File: src/tsa_params.svh
// Operation
// [RL1] enter fatal error state after watchdog timeout persists 6.7 s unserviced
// [RL2] normal trap or software reset at trap level 5 enters fatal error state
// [RL3] fatal error state produces a watchdog reset that restarts the processor
// [RL4] error-logging contents survive fatal error entry and the watchdog reset
// [RL5] instruction-cache flush runs fully in hardware, never traps for emulation
// [RL6] floating-point load with access error leaves destination registers unmodified
// [RL7] ancillary read with destination 29-31 returns the three extended registers
// [RL8] fields: 18:14 first source, 13 immediate flag, 12:5 reserved, 4:0 second source
// [RL9] ancillary write to 29-31 stores first source xor second source or immediate
// [RL10] only trap-saved extended register is privileged, other two are open
// [RL11] nonzero reserved field never raises illegal-opcode exception
// [RL12] underflow is judged on the result before rounding
// [RL13] nonprivileged access to trap-saved register traps and leaves it unchanged
`ifndef TSA_PARAMS_SVH
`define TSA_PARAMS_SVH

`define TSA_XLEN            64
`define TSA_MAX_TRAP_LEVEL  3'h5
`define TSA_TRAP_LEVEL_ZERO 3'h0
`define TSA_TRAP_LEVEL_ONE  3'h1
`define TSA_ASR_EXT_ARITH   5'h1d
`define TSA_ASR_EXT_STATUS  5'h1e
`define TSA_ASR_TRAP_SAVED  5'h1f
`define TSA_RD_HI           29
`define TSA_RD_LO           25
`define TSA_SRC1_HI         18
`define TSA_SRC1_LO         14
`define TSA_IMM_BIT         13
`define TSA_RSVD_HI         12
`define TSA_RSVD_LO         5
`define TSA_SRC2_HI         4
`define TSA_SRC2_LO         0
`define TSA_SIMM_HI         12
`define TSA_SIMM_LO         0
`define TSA_SIMM_SIGN       12
`define TSA_REG_RESET       64'h0
`define TSA_LOG_RESET       64'h0
`define TSA_CLK_KHZ         10000
`define TSA_WDOG_TIMEOUT_MS 6700
`define TSA_WDOG_CYC        (`TSA_WDOG_TIMEOUT_MS * `TSA_CLK_KHZ)
`define TSA_ERR_DELAY       3'h4
`define TSA_WRST_LEN        3'h2
`define TSA_CNT_ZERO        3'h0
`define TSA_CNT_ONE         3'h1
`define TSA_UF_MIN_EXP      13'sh1

`endif

File: src/tsa_pkg.sv
package tsa_pkg;

    typedef enum logic [2:0] {
        TSA_RUN  = 3'b001,
        TSA_ERR  = 3'b010,
        TSA_WRST = 3'b100
    } tsa_state_t;

    typedef struct packed {
        logic        valid;
        logic        is_write;
        logic        priv;
        logic [31:0] instr;
        logic [63:0] first_src_val;
        logic [63:0] second_src_val;
    } tsa_asr_req_t;

    typedef struct packed {
        logic [4:0]  rd;
        logic [4:0]  first_source_field;
        logic        imm;
        logic [7:0]  rsvd;
        logic [4:0]  second_source_field;
        logic [12:0] signed_immediate_field;
    } tsa_fields_t;

    typedef struct packed {
        logic        valid;
        logic        access_err;
        logic [4:0]  dest;
        logic [63:0] data;
    } tsa_fp_ld_t;

    typedef struct packed {
        logic               valid;
        logic               inexact;
        logic signed [12:0] exp_unrounded;
    } tsa_fp_res_t;

endpackage

File: src/tsa_core.sv
`timescale 1ns/100ps
`include "tsa_params.svh"

module tsa_core
    import tsa_pkg::*;
#(
    parameter int unsigned WDOG_CYC = `TSA_WDOG_CYC
) (
    input  wire logic         ref_clk,        // core clock, 10 MHz
    input  wire logic         resetn,         // synchronous reset, active low
    input  wire logic         clk_en,         // freezes all state while low
    input  wire logic         wdog_timeout,   // watchdog timeout condition, level
    input  wire logic         wdog_service,   // watchdog serviced, pulse
    input  wire logic         trap_req,       // normal trap taken, pulse
    input  wire logic         software_initiated_reset, // software reset request, pulse
    input  wire logic         trap_ret,       // trap return lowers trap level, pulse
    input  wire logic         err_log_we,     // capture new error log word
    input  wire logic [63:0]  err_log_in,     // error log word
    input  wire logic         flush_req,      // instruction-cache flush, pulse
    input  tsa_asr_req_t      asr_req,        // ancillary state access
    input  tsa_fp_ld_t        fp_ld,          // floating-point load completion
    input  tsa_fp_res_t       fp_res,         // floating-point result before rounding
    output logic [2:0]        trap_level_r,   // current trap level
    output logic              fatal_err_r,    // in fatal error state
    output logic              wdog_reset_r,   // watchdog reset to processor
    output logic [63:0]       err_log_r,      // error log, kept across watchdog reset
    output logic              icache_inval_r, // hardware cache invalidate pulse
    output logic              fp_wr_en_r,     // fp register write enable
    output logic [4:0]        fp_wr_dest_r,   // fp destination register
    output logic [63:0]       fp_wr_data_r,   // fp write data
    output logic              asr_rd_valid_r, // read data valid pulse
    output logic [63:0]       asr_rd_data_r,  // read data
    output logic              priv_trap_r,    // privileged-opcode trap pulse
    output logic              underflow_r,    // underflow flag
    output logic [63:0]       extended_arith_reg_r,            // extended arithmetic register
    output logic [63:0]       extended_arith_status_reg_r,     // extended arithmetic status
    output logic [63:0]       trap_saved_extended_arith_reg_r  // written only by ancillary access, privileged
);
    tsa_state_t  state_r;
    tsa_state_t  state_nxt;
    logic [2:0]  seq_cnt_r;
    logic        wdog_expired;
    logic        any_trap;
    tsa_fields_t f;
    logic [63:0] wr_val;
    logic [63:0] imm_ext;
    logic        hit_asr;
    logic        priv_block;

    function automatic tsa_fields_t decode(input logic [31:0] ins);
        tsa_fields_t d;
        d.rd                     = ins[`TSA_RD_HI:`TSA_RD_LO];
        d.first_source_field     = ins[`TSA_SRC1_HI:`TSA_SRC1_LO];   // RL8
        d.imm                    = ins[`TSA_IMM_BIT];                // RL8
        d.rsvd                   = ins[`TSA_RSVD_HI:`TSA_RSVD_LO];
        d.second_source_field    = ins[`TSA_SRC2_HI:`TSA_SRC2_LO];   // RL8
        d.signed_immediate_field = ins[`TSA_SIMM_HI:`TSA_SIMM_LO];   // RL8
        return d;
    endfunction

    tsa_wdog #(.TIMEOUT_CYC(WDOG_CYC)) u_wdog (
        .ref_clk     (ref_clk),
        .resetn      (resetn),
        .clk_en      (clk_en),
        .timeout_lvl (wdog_timeout),
        .service     (wdog_service),
        .expired_r   (wdog_expired)
    );

    assign any_trap = trap_req || software_initiated_reset;

    // ---- fatal error state sequencing
    always_comb begin
        state_nxt = state_r;
        case (state_r)
            TSA_RUN: begin
                if (wdog_expired) begin
                    state_nxt = TSA_ERR;                       // RL1
                end else if (any_trap && trap_level_r == `TSA_MAX_TRAP_LEVEL) begin
                    state_nxt = TSA_ERR;                       // RL2
                end
            end
            TSA_ERR: begin
                if (seq_cnt_r == `TSA_ERR_DELAY - `TSA_CNT_ONE) begin
                    state_nxt = TSA_WRST;                      // RL3
                end
            end
            TSA_WRST: begin
                if (seq_cnt_r == `TSA_WRST_LEN - `TSA_CNT_ONE) begin
                    state_nxt = TSA_RUN;
                end
            end
            default: state_nxt = TSA_RUN;
        endcase
    end

    always_ff @(posedge ref_clk) begin
        if (!resetn) begin
            state_r      <= TSA_RUN;
            seq_cnt_r    <= `TSA_CNT_ZERO;
            fatal_err_r  <= 1'b0;
            wdog_reset_r <= 1'b0;
        end else if (clk_en) begin
            state_r      <= state_nxt;
            seq_cnt_r    <= (state_nxt != state_r) ? `TSA_CNT_ZERO : seq_cnt_r + `TSA_CNT_ONE;
            fatal_err_r  <= (state_nxt == TSA_ERR);
            wdog_reset_r <= (state_nxt == TSA_WRST);            // RL3
        end
    end

    // watchdog reset returns trap level to zero; traps are ignored outside run
    always_ff @(posedge ref_clk) begin
        if (!resetn) begin
            trap_level_r <= `TSA_TRAP_LEVEL_ZERO;
        end else if (clk_en) begin
            if (state_r == TSA_WRST) begin
                trap_level_r <= `TSA_TRAP_LEVEL_ZERO;
            end else if (state_r == TSA_RUN && state_nxt == TSA_RUN) begin
                if (any_trap) begin
                    trap_level_r <= trap_level_r + `TSA_TRAP_LEVEL_ONE;
                end else if (trap_ret && trap_level_r != `TSA_TRAP_LEVEL_ZERO) begin
                    trap_level_r <= trap_level_r - `TSA_TRAP_LEVEL_ONE;
                end
            end
        end
    end

    // only power-on reset clears the log, so it reads back after a restart
    always_ff @(posedge ref_clk) begin
        if (!resetn) begin
            err_log_r <= `TSA_LOG_RESET;
        end else if (clk_en && err_log_we) begin
            err_log_r <= err_log_in;                           // RL4
        end
    end

    // flush handled here in one cycle, no emulation trap path exists
    always_ff @(posedge ref_clk) begin
        if (!resetn) begin
            icache_inval_r <= 1'b0;
        end else if (clk_en) begin
            icache_inval_r <= flush_req;                       // RL5
        end
    end

    always_ff @(posedge ref_clk) begin
        if (!resetn) begin
            fp_wr_en_r   <= 1'b0;
            fp_wr_dest_r <= 5'h0;
            fp_wr_data_r <= `TSA_REG_RESET;
        end else if (clk_en) begin
            fp_wr_en_r   <= fp_ld.valid && !fp_ld.access_err;   // RL6
            fp_wr_dest_r <= fp_ld.dest;
            fp_wr_data_r <= fp_ld.data;
        end
    end

    // tininess is taken from the exponent before rounding, never after
    always_ff @(posedge ref_clk) begin
        if (!resetn) begin
            underflow_r <= 1'b0;
        end else if (clk_en) begin
            underflow_r <= fp_res.valid && fp_res.inexact
                           && (fp_res.exp_unrounded < `TSA_UF_MIN_EXP); // RL12
        end
    end

    // ---- ancillary state access; reserved bits are decoded but never checked
    assign f          = decode(asr_req.instr);                  // RL11
    assign hit_asr    = asr_req.valid && (f.rd >= `TSA_ASR_EXT_ARITH);
    assign priv_block = (f.rd == `TSA_ASR_TRAP_SAVED) && !asr_req.priv; // RL10
    assign imm_ext    = {{(`TSA_XLEN - `TSA_SIMM_HI - 1){f.signed_immediate_field[`TSA_SIMM_SIGN]}},
                         f.signed_immediate_field};
    assign wr_val     = asr_req.first_src_val
                        ^ (f.imm ? imm_ext : asr_req.second_src_val); // RL9

    always_ff @(posedge ref_clk) begin
        if (!resetn) begin
            extended_arith_reg_r            <= `TSA_REG_RESET;
            extended_arith_status_reg_r     <= `TSA_REG_RESET;
            trap_saved_extended_arith_reg_r <= `TSA_REG_RESET;
        end else if (clk_en && hit_asr && asr_req.is_write && !priv_block) begin
            case (f.rd)
                `TSA_ASR_EXT_ARITH:  extended_arith_reg_r            <= wr_val; // RL9
                `TSA_ASR_EXT_STATUS: extended_arith_status_reg_r     <= wr_val; // RL9
                `TSA_ASR_TRAP_SAVED: trap_saved_extended_arith_reg_r <= wr_val; // RL9
                default:             extended_arith_reg_r            <= extended_arith_reg_r;
            endcase
        end
    end

    always_ff @(posedge ref_clk) begin
        if (!resetn) begin
            asr_rd_valid_r <= 1'b0;
            asr_rd_data_r  <= `TSA_REG_RESET;
            priv_trap_r    <= 1'b0;
        end else if (clk_en) begin
            asr_rd_valid_r <= hit_asr && !asr_req.is_write && !priv_block; // RL7
            priv_trap_r    <= hit_asr && priv_block;            // RL13
            if (hit_asr && !asr_req.is_write && !priv_block) begin
                case (f.rd)
                    `TSA_ASR_EXT_ARITH:  asr_rd_data_r <= extended_arith_reg_r;        // RL7
                    `TSA_ASR_EXT_STATUS: asr_rd_data_r <= extended_arith_status_reg_r; // RL7
                    default:             asr_rd_data_r <= trap_saved_extended_arith_reg_r; // RL7
                endcase
            end
        end
    end
endmodule

File: src/tsa_wdog.sv
`timescale 1ns/100ps
`include "tsa_params.svh"

module tsa_wdog
    import tsa_pkg::*;
#(
    parameter int unsigned TIMEOUT_CYC = `TSA_WDOG_CYC
) (
    input  wire logic ref_clk,      // core clock
    input  wire logic resetn,       // synchronous reset, active low
    input  wire logic clk_en,       // freezes state while low
    input  wire logic timeout_lvl,  // watchdog timeout condition present
    input  wire logic service,      // software serviced the watchdog
    output logic      expired_r     // timeout has lasted the full period
);
    logic [31:0] cnt_r;

    // counts only while the timeout persists; servicing restarts the period
    always_ff @(posedge ref_clk) begin
        if (!resetn) begin
            cnt_r     <= 32'h0;
            expired_r <= 1'b0;
        end else if (clk_en) begin
            if (service || !timeout_lvl) begin
                cnt_r     <= 32'h0;
                expired_r <= 1'b0;
            end else if (cnt_r >= TIMEOUT_CYC - 32'h1) begin
                expired_r <= 1'b1; // RL1
            end else begin
                cnt_r <= cnt_r + 32'h1;
            end
        end
    end
endmodule

File: config.mk
export PLATFORM = sky130hd
export DESIGN_NAME = tsa_core
export DESIGN_NICKNAME = d
export VERILOG_FILES = /design/src/tsa_pkg.sv /design/src/tsa_core.sv /design/src/tsa_wdog.sv
export VERILOG_INCLUDE_DIRS = /design/src
export SDC_FILE = /design/constraint.sdc
export NUM_CORES = 1
export LEC_CHECK = 0
export BUFFER_PORTS_ARGS = -buffer_cell sky130_fd_sc_hd__clkbuf_2
export CAP_MARGIN = 40
export CORE_AREA = 2 2 281 283
export CTS_CLUSTER_DIAMETER = 60
export DETAILED_ROUTE_END_ITERATION = 8
export DIE_AREA = 0 0 283 285
export GPL_ROUTABILITY_DRIVEN = 0
export PLACE_DENSITY = 0.53
export SYNTH_ARGS = -nofsm -noshare
export SYNTH_HDL_FRONTEND = slang
export SYNTH_HIERARCHICAL = 1
export SYNTH_SLANG_ARGS = --single-unit
File: constraint.sdc
create_clock -name ref_clk -period 5.3 [get_ports ref_clk]
set_input_delay 0.265 -clock ref_clk [delete_from_list [all_inputs] [get_ports ref_clk]]
set_output_delay 0.265 -clock ref_clk [all_outputs]
set_load 0.03 [all_outputs]
==> flow_results.xml <==
<?xml version="1.0" encoding="UTF-8"?>
<metrics>
  <group name="outcome">
    <metric name="status" unit="">finished clean</metric>
  </group>
  <group name="synth">
    <metric name="post_synth_num_cell_types" unit="">64</metric>
    <metric name="netlist.area_leader.share" unit="">0.4639</metric>
    <metric name="yosysWarnings" unit="">6</metric>
    <metric name="synth.avg_cell_area" unit="um^2">8.670</metric>
    <metric name="number_of_synthesized_flops_with_an_enable_pin" unit="">0</metric>
    <metric name="syn_nets" unit="">2508</metric>
    <metric name="synth_area" unit="um^2">18900</metric>
    <metric name="postSynthCellCount" unit="">2180</metric>
    <metric name="postSynth.asyncResetShare" unit="">0</metric>
    <metric name="ys_seq_elements" unit="">438</metric>
    <metric name="synth_seq_area_share" unit="">0.4639</metric>
    <metric name="synth.area.top_cells" unit="">dfxtp_1, nand2_1, a21oi_1, mux2i_1, a311oi_2</metric>
    <metric name="synth_top_cell_by_area" unit="">dfxtp_1</metric>
    <metric name="ys.flop_type" unit="">dfxtp_1</metric>
  </group>
  <group name="floorplan">
    <metric name="floorplan.rows" unit="">103</metric>
    <metric name="design.die.area" unit="um^2">80660</metric>
    <metric name="die_w" unit="um">283</metric>
    <metric name="core_area" unit="um^2">77970</metric>
    <metric name="initial_core_util" unit="">0.2424</metric>
    <metric name="boundaryPins" unit="">722</metric>
    <metric name="die_h" unit="um">285</metric>
  </group>
  <group name="sta">
    <metric name="timing.hold.ws" unit="ps">28.62</metric>
    <metric name="post-route-period-util" unit="">0.4792</metric>
    <metric name="slew_viol_final" unit="">0</metric>
    <metric name="hold_violations" unit="">0</metric>
    <metric name="finalSetupTns" unit="ps">0</metric>
    <metric name="skew" unit="ps">18.23</metric>
    <metric name="setup_violators_final" unit="">0</metric>
    <metric name="max_slew_margin" unit="">0.3922</metric>
    <metric name="timing.final.crit_period" unit="ps">2540</metric>
    <metric name="max_clock_freq" unit="GHz">0.3938</metric>
    <metric name="worst_margin_pin_slew" unit="ps">909.5</metric>
    <metric name="rsz0062_at_grt" unit="">false</metric>
  </group>
  <group name="clock_tree">
    <metric name="clock_tree.htree_level_count" unit="">2</metric>
    <metric name="clock_insertion_delay_worst_skew" unit="ps">590</metric>
    <metric name="register_clock_pin_slew_on_the_reported_worst_setup_and_hold_paths" unit="ps">60</metric>
    <metric name="cts_inserted_buffers" unit="">56</metric>
    <metric name="cts_sinks" unit="">438</metric>
    <metric name="cts_tree" unit="">built</metric>
    <metric name="cts-root-buf" unit="">clkbuf_16</metric>
    <metric name="cts_max_path_buffers" unit="">3</metric>
    <metric name="cts_repair_resize_count" unit="">0</metric>
  </group>
  <group name="worst_hold_path">
    <metric name="min-delay-start" unit="">asr_req[77]</metric>
    <metric name="min_delay_path_depth" unit="">4</metric>
    <metric name="holdPathEnd" unit="">extended_arith_status_reg_r[13]$_SDFFE_PN0P_</metric>
    <metric name="worstHoldPathType" unit="">in -&gt; reg</metric>
  </group>
  <group name="pwr">
    <metric name="power.static_leakage" unit="nW">10.68</metric>
    <metric name="clkPwrFrac" unit="">0.472</metric>
    <metric name="pwr-share-comb" unit="">0.109</metric>
    <metric name="power.share.switching" unit="">0.2611</metric>
    <metric name="seq_power_share" unit="">0.418</metric>
    <metric name="net-switching-power" unit="W">0.002118</metric>
    <metric name="power_per_cell_area" unit="nW/um^2">304.2</metric>
    <metric name="internal_power" unit="W">0.005995</metric>
    <metric name="ir_drop" unit="mV">0.1968</metric>
  </group>
  <group name="global_routing">
    <metric name="grt_pass1_vias" unit="">18480</metric>
    <metric name="grt_start_max_net_pins" unit="">101</metric>
    <metric name="grt_overflow" unit="">0</metric>
    <metric name="number_of_antenna_violations_at_the_first_check_in_global_routing" unit="">7</metric>
    <metric name="grt_pass1_wl" unit="um">117900</metric>
    <metric name="gr_usage_total" unit="">0.1871</metric>
  </group>
  <group name="detailed_routing">
    <metric name="detailedRoute.firstPassIterationCount" unit="">5</metric>
    <metric name="route.detailed.drc" unit="">0</metric>
    <metric name="routedWlPerCell" unit="um">19.62</metric>
    <metric name="viasPerCell" unit="">4.682</metric>
    <metric name="routed-via-count" unit="">18960</metric>
    <metric name="ant_nets" unit="">0</metric>
    <metric name="detailed_route_wl" unit="um">79430</metric>
    <metric name="detail_route.iter0.violations" unit="">1239</metric>
  </group>
  <group name="setup_path">
    <metric name="critical_path_peak_fanout" unit="">10</metric>
    <metric name="worstPathBufferInverterCount" unit="">1</metric>
    <metric name="max_stage_delay" unit="ps">480</metric>
    <metric name="rr_startpoint" unit="">u_wdog/cnt_r[27]$_SDFFE_PN0P_</metric>
    <metric name="cpLargestDelayFamily" unit="">simple AND/OR/NAND/NOR gates</metric>
    <metric name="reg2reg_setup_slack" unit="ps">2760</metric>
    <metric name="cp_data_required_time" unit="ps">5820</metric>
    <metric name="crit_slowest_cell" unit="">nand4_1</metric>
    <metric name="critical_path_arrival" unit="ps">3060</metric>
    <metric name="setup.worst_path.end_class" unit="">flop</metric>
    <metric name="reg2reg_depth" unit="">7</metric>
    <metric name="timing.critical_path.from_type" unit="">flop</metric>
    <metric name="path_cells" unit="">nor4_1, nand2_1, a31oi_2, nand4_1, buf_6, or3_1, mux2i_1</metric>
    <metric name="critical_path_class" unit="">reg -&gt; reg</metric>
    <metric name="regToRegEndpoint" unit="">u_wdog/cnt_r[23]$_SDFFE_PN0P_</metric>
  </group>
  <group name="final_layout">
    <metric name="layout_cell_share_with_drive_strength_beyond_1" unit="">0.3056</metric>
    <metric name="multi_input_area" unit="um^2">9196</metric>
    <metric name="final_cell_mix" unit="">clkbuf_2, nand2_1, dfxtp_1, a21oi_1, dlygate4sd3_1</metric>
    <metric name="final_cells" unit="">4049</metric>
    <metric name="filler_cell_count" unit="">8096</metric>
    <metric name="syn_to_final_growth" unit="%">41.10</metric>
    <metric name="register_area" unit="um^2">8768</metric>
    <metric name="layout.cells.most_common" unit="">clkbuf_2</metric>
    <metric name="nets" unit="">3279</metric>
  </group>
  <group name="job">
    <metric name="max-cap-violations" unit="">0</metric>
  </group>
  <group name="placed_design">
    <metric name="place.port_buffers" unit="">708</metric>
    <metric name="dpl.cell_count" unit="">3799</metric>
    <metric name="detailedPlacementHpwl" unit="um">54000</metric>
  </group>
</metrics>
## cells in the mapped netlist (13+ instances only)
master,n
nand2_1,485
dfxtp_1,438
a21oi_1,333
mux2i_1,136
clkbuf_1,106
nor2_1,87
nand3_1,84
a22oi_1,64
xnor2_1,64
o21ai_1,61
a311oi_2,49
buf_2,41
buf_6,25
a311oi_1,16
inv_1,15
o21ai_0,14
o31ai_1,14
nand4_1,13
o211ai_1,13
## routing by layer
| metal | share of wire | vias up | track usage |
|---|---|---|---|
| met3 | 0.071 | 160 | 0.04456 |
| met5 | 0.00038 | - | 0 |
| met1 | 0.43 | 8875 | 0.2362 |
| met2 | 0.46 | 705 | 0.3055 |
| li1 | - | 9211 | - |
| met4 | 0.040 | 6 | 0.07806 |
## kinds of logic (layout without fill, tap and decap cells)
family,count (synthesis),in the layout,synth area share
compound gates,604,604,0.2092
xor+xnor,64,64,0.02966
fa+ha+maj,5,5,0.003707
buf+inv,194,1008,0.05117
flops,438,438,0.4639
mux,136,136,0.07202
other cells,0,5,0
simple gates,739,739,0.1703
## area by class of cell
cell class	count	area share
Clock buffer	75	0.05785
Multi-Input combinational cell	1548	0.3448
Antenna cell	5	0.0004692
Tap cell	1050	0.04926
Sequential cell	438	0.3288
Clock inverter	26	0.01182
Timing Repair Buffer	889	0.2042
Inverter	18	0.002815
## power groups by stage
stage	Combinational, W	Clock [W]	Sequential [W]
2_1_floorplan	0.000346	0	0.00359
3_3_place_gp	0.000793	0	0.00346
3_5_place_dp	0.000801	0	0.00347
4_1_cts	0.000891	0.00393	0.00339
5_1_grt	0.000952	0.00407	0.00340
6_report	0.000886	0.00383	0.00340
## through the flow
step	instance area (um^2)	total power, W	util	setup WS [ps]
finish	26670	0.008114	0.3421	2760
detailed placement	23360	0.004267	0.2996	2557
global placement	23150	0.004257	0.2969	2407
global route	26660	0.008425	0.3420	2515
floorplan	18900	0.003931	-	3222
CTS	26660	0.008215	0.3419	2719
## worst reg2reg max path, cell delays in order (launching register included)
cell     delay, ps
dfxtp_1        310
nor4_1         310
nand2_1        170
a31oi_2        420
nand4_1        480
buf_6          310
or3_1          350
mux2i_1        120
## how the worst max path moves through the flow
stage / startpoint / end / slack [ps] / depth (start not counted)
after global placement: clk_en / asr_rd_data_r[18]$_SDFFE_PN0P_ / 2410 / 6
final: u_wdog/cnt_r[27]$_SDFFE_PN0P_ / u_wdog/cnt_r[23]$_SDFFE_PN0P_ / 2760 / 7
after floorplan: u_wdog/cnt_r[0]$_SDFFE_PN0P_ / u_wdog/cnt_r[18]$_SDFFE_PN0P_ / 3220 / 7
after detailed placement: asr_req[153] / asr_rd_data_r[9]$_SDFFE_PN0P_ / 2560 / 6
after global routing: u_wdog/cnt_r[27]$_SDFFE_PN0P_ / u_wdog/cnt_r[22]$_SDFFE_PN0P_ / 2510 / 6
after CTS: u_wdog/cnt_r[27]$_SDFFE_PN0P_ / u_wdog/cnt_r[11]$_SDFFE_PN0P_ / 2720 / 6
## timing repair
action / CTS / global route
buffers inserted: 0 / 0
hold buffers: 144 / 0
hold endpoints to repair: 148 / 0
## sequential cells by signal, summed over array words and instances, names as in the netlist
register,cells
icache_inval_r,1
fp_wr_data_r,64
extended_arith_status_reg_r,64
trap_level_r,3
extended_arith_reg_r,64
asr_rd_valid_r,1
seq_cnt_r,3
state_r,3
wdog_reset_r,1
trap_saved_extended_arith_reg_r,64
fp_wr_dest_r,5
fatal_err_r,1
underflow_r,1
u_wdog/expired_r,1
fp_wr_en_r,1
err_log_r,64
u_wdog/cnt_r,32
asr_rd_data_r,64
priv_trap_r,1
Note: power is estimated with default switching activity, not from simulation.
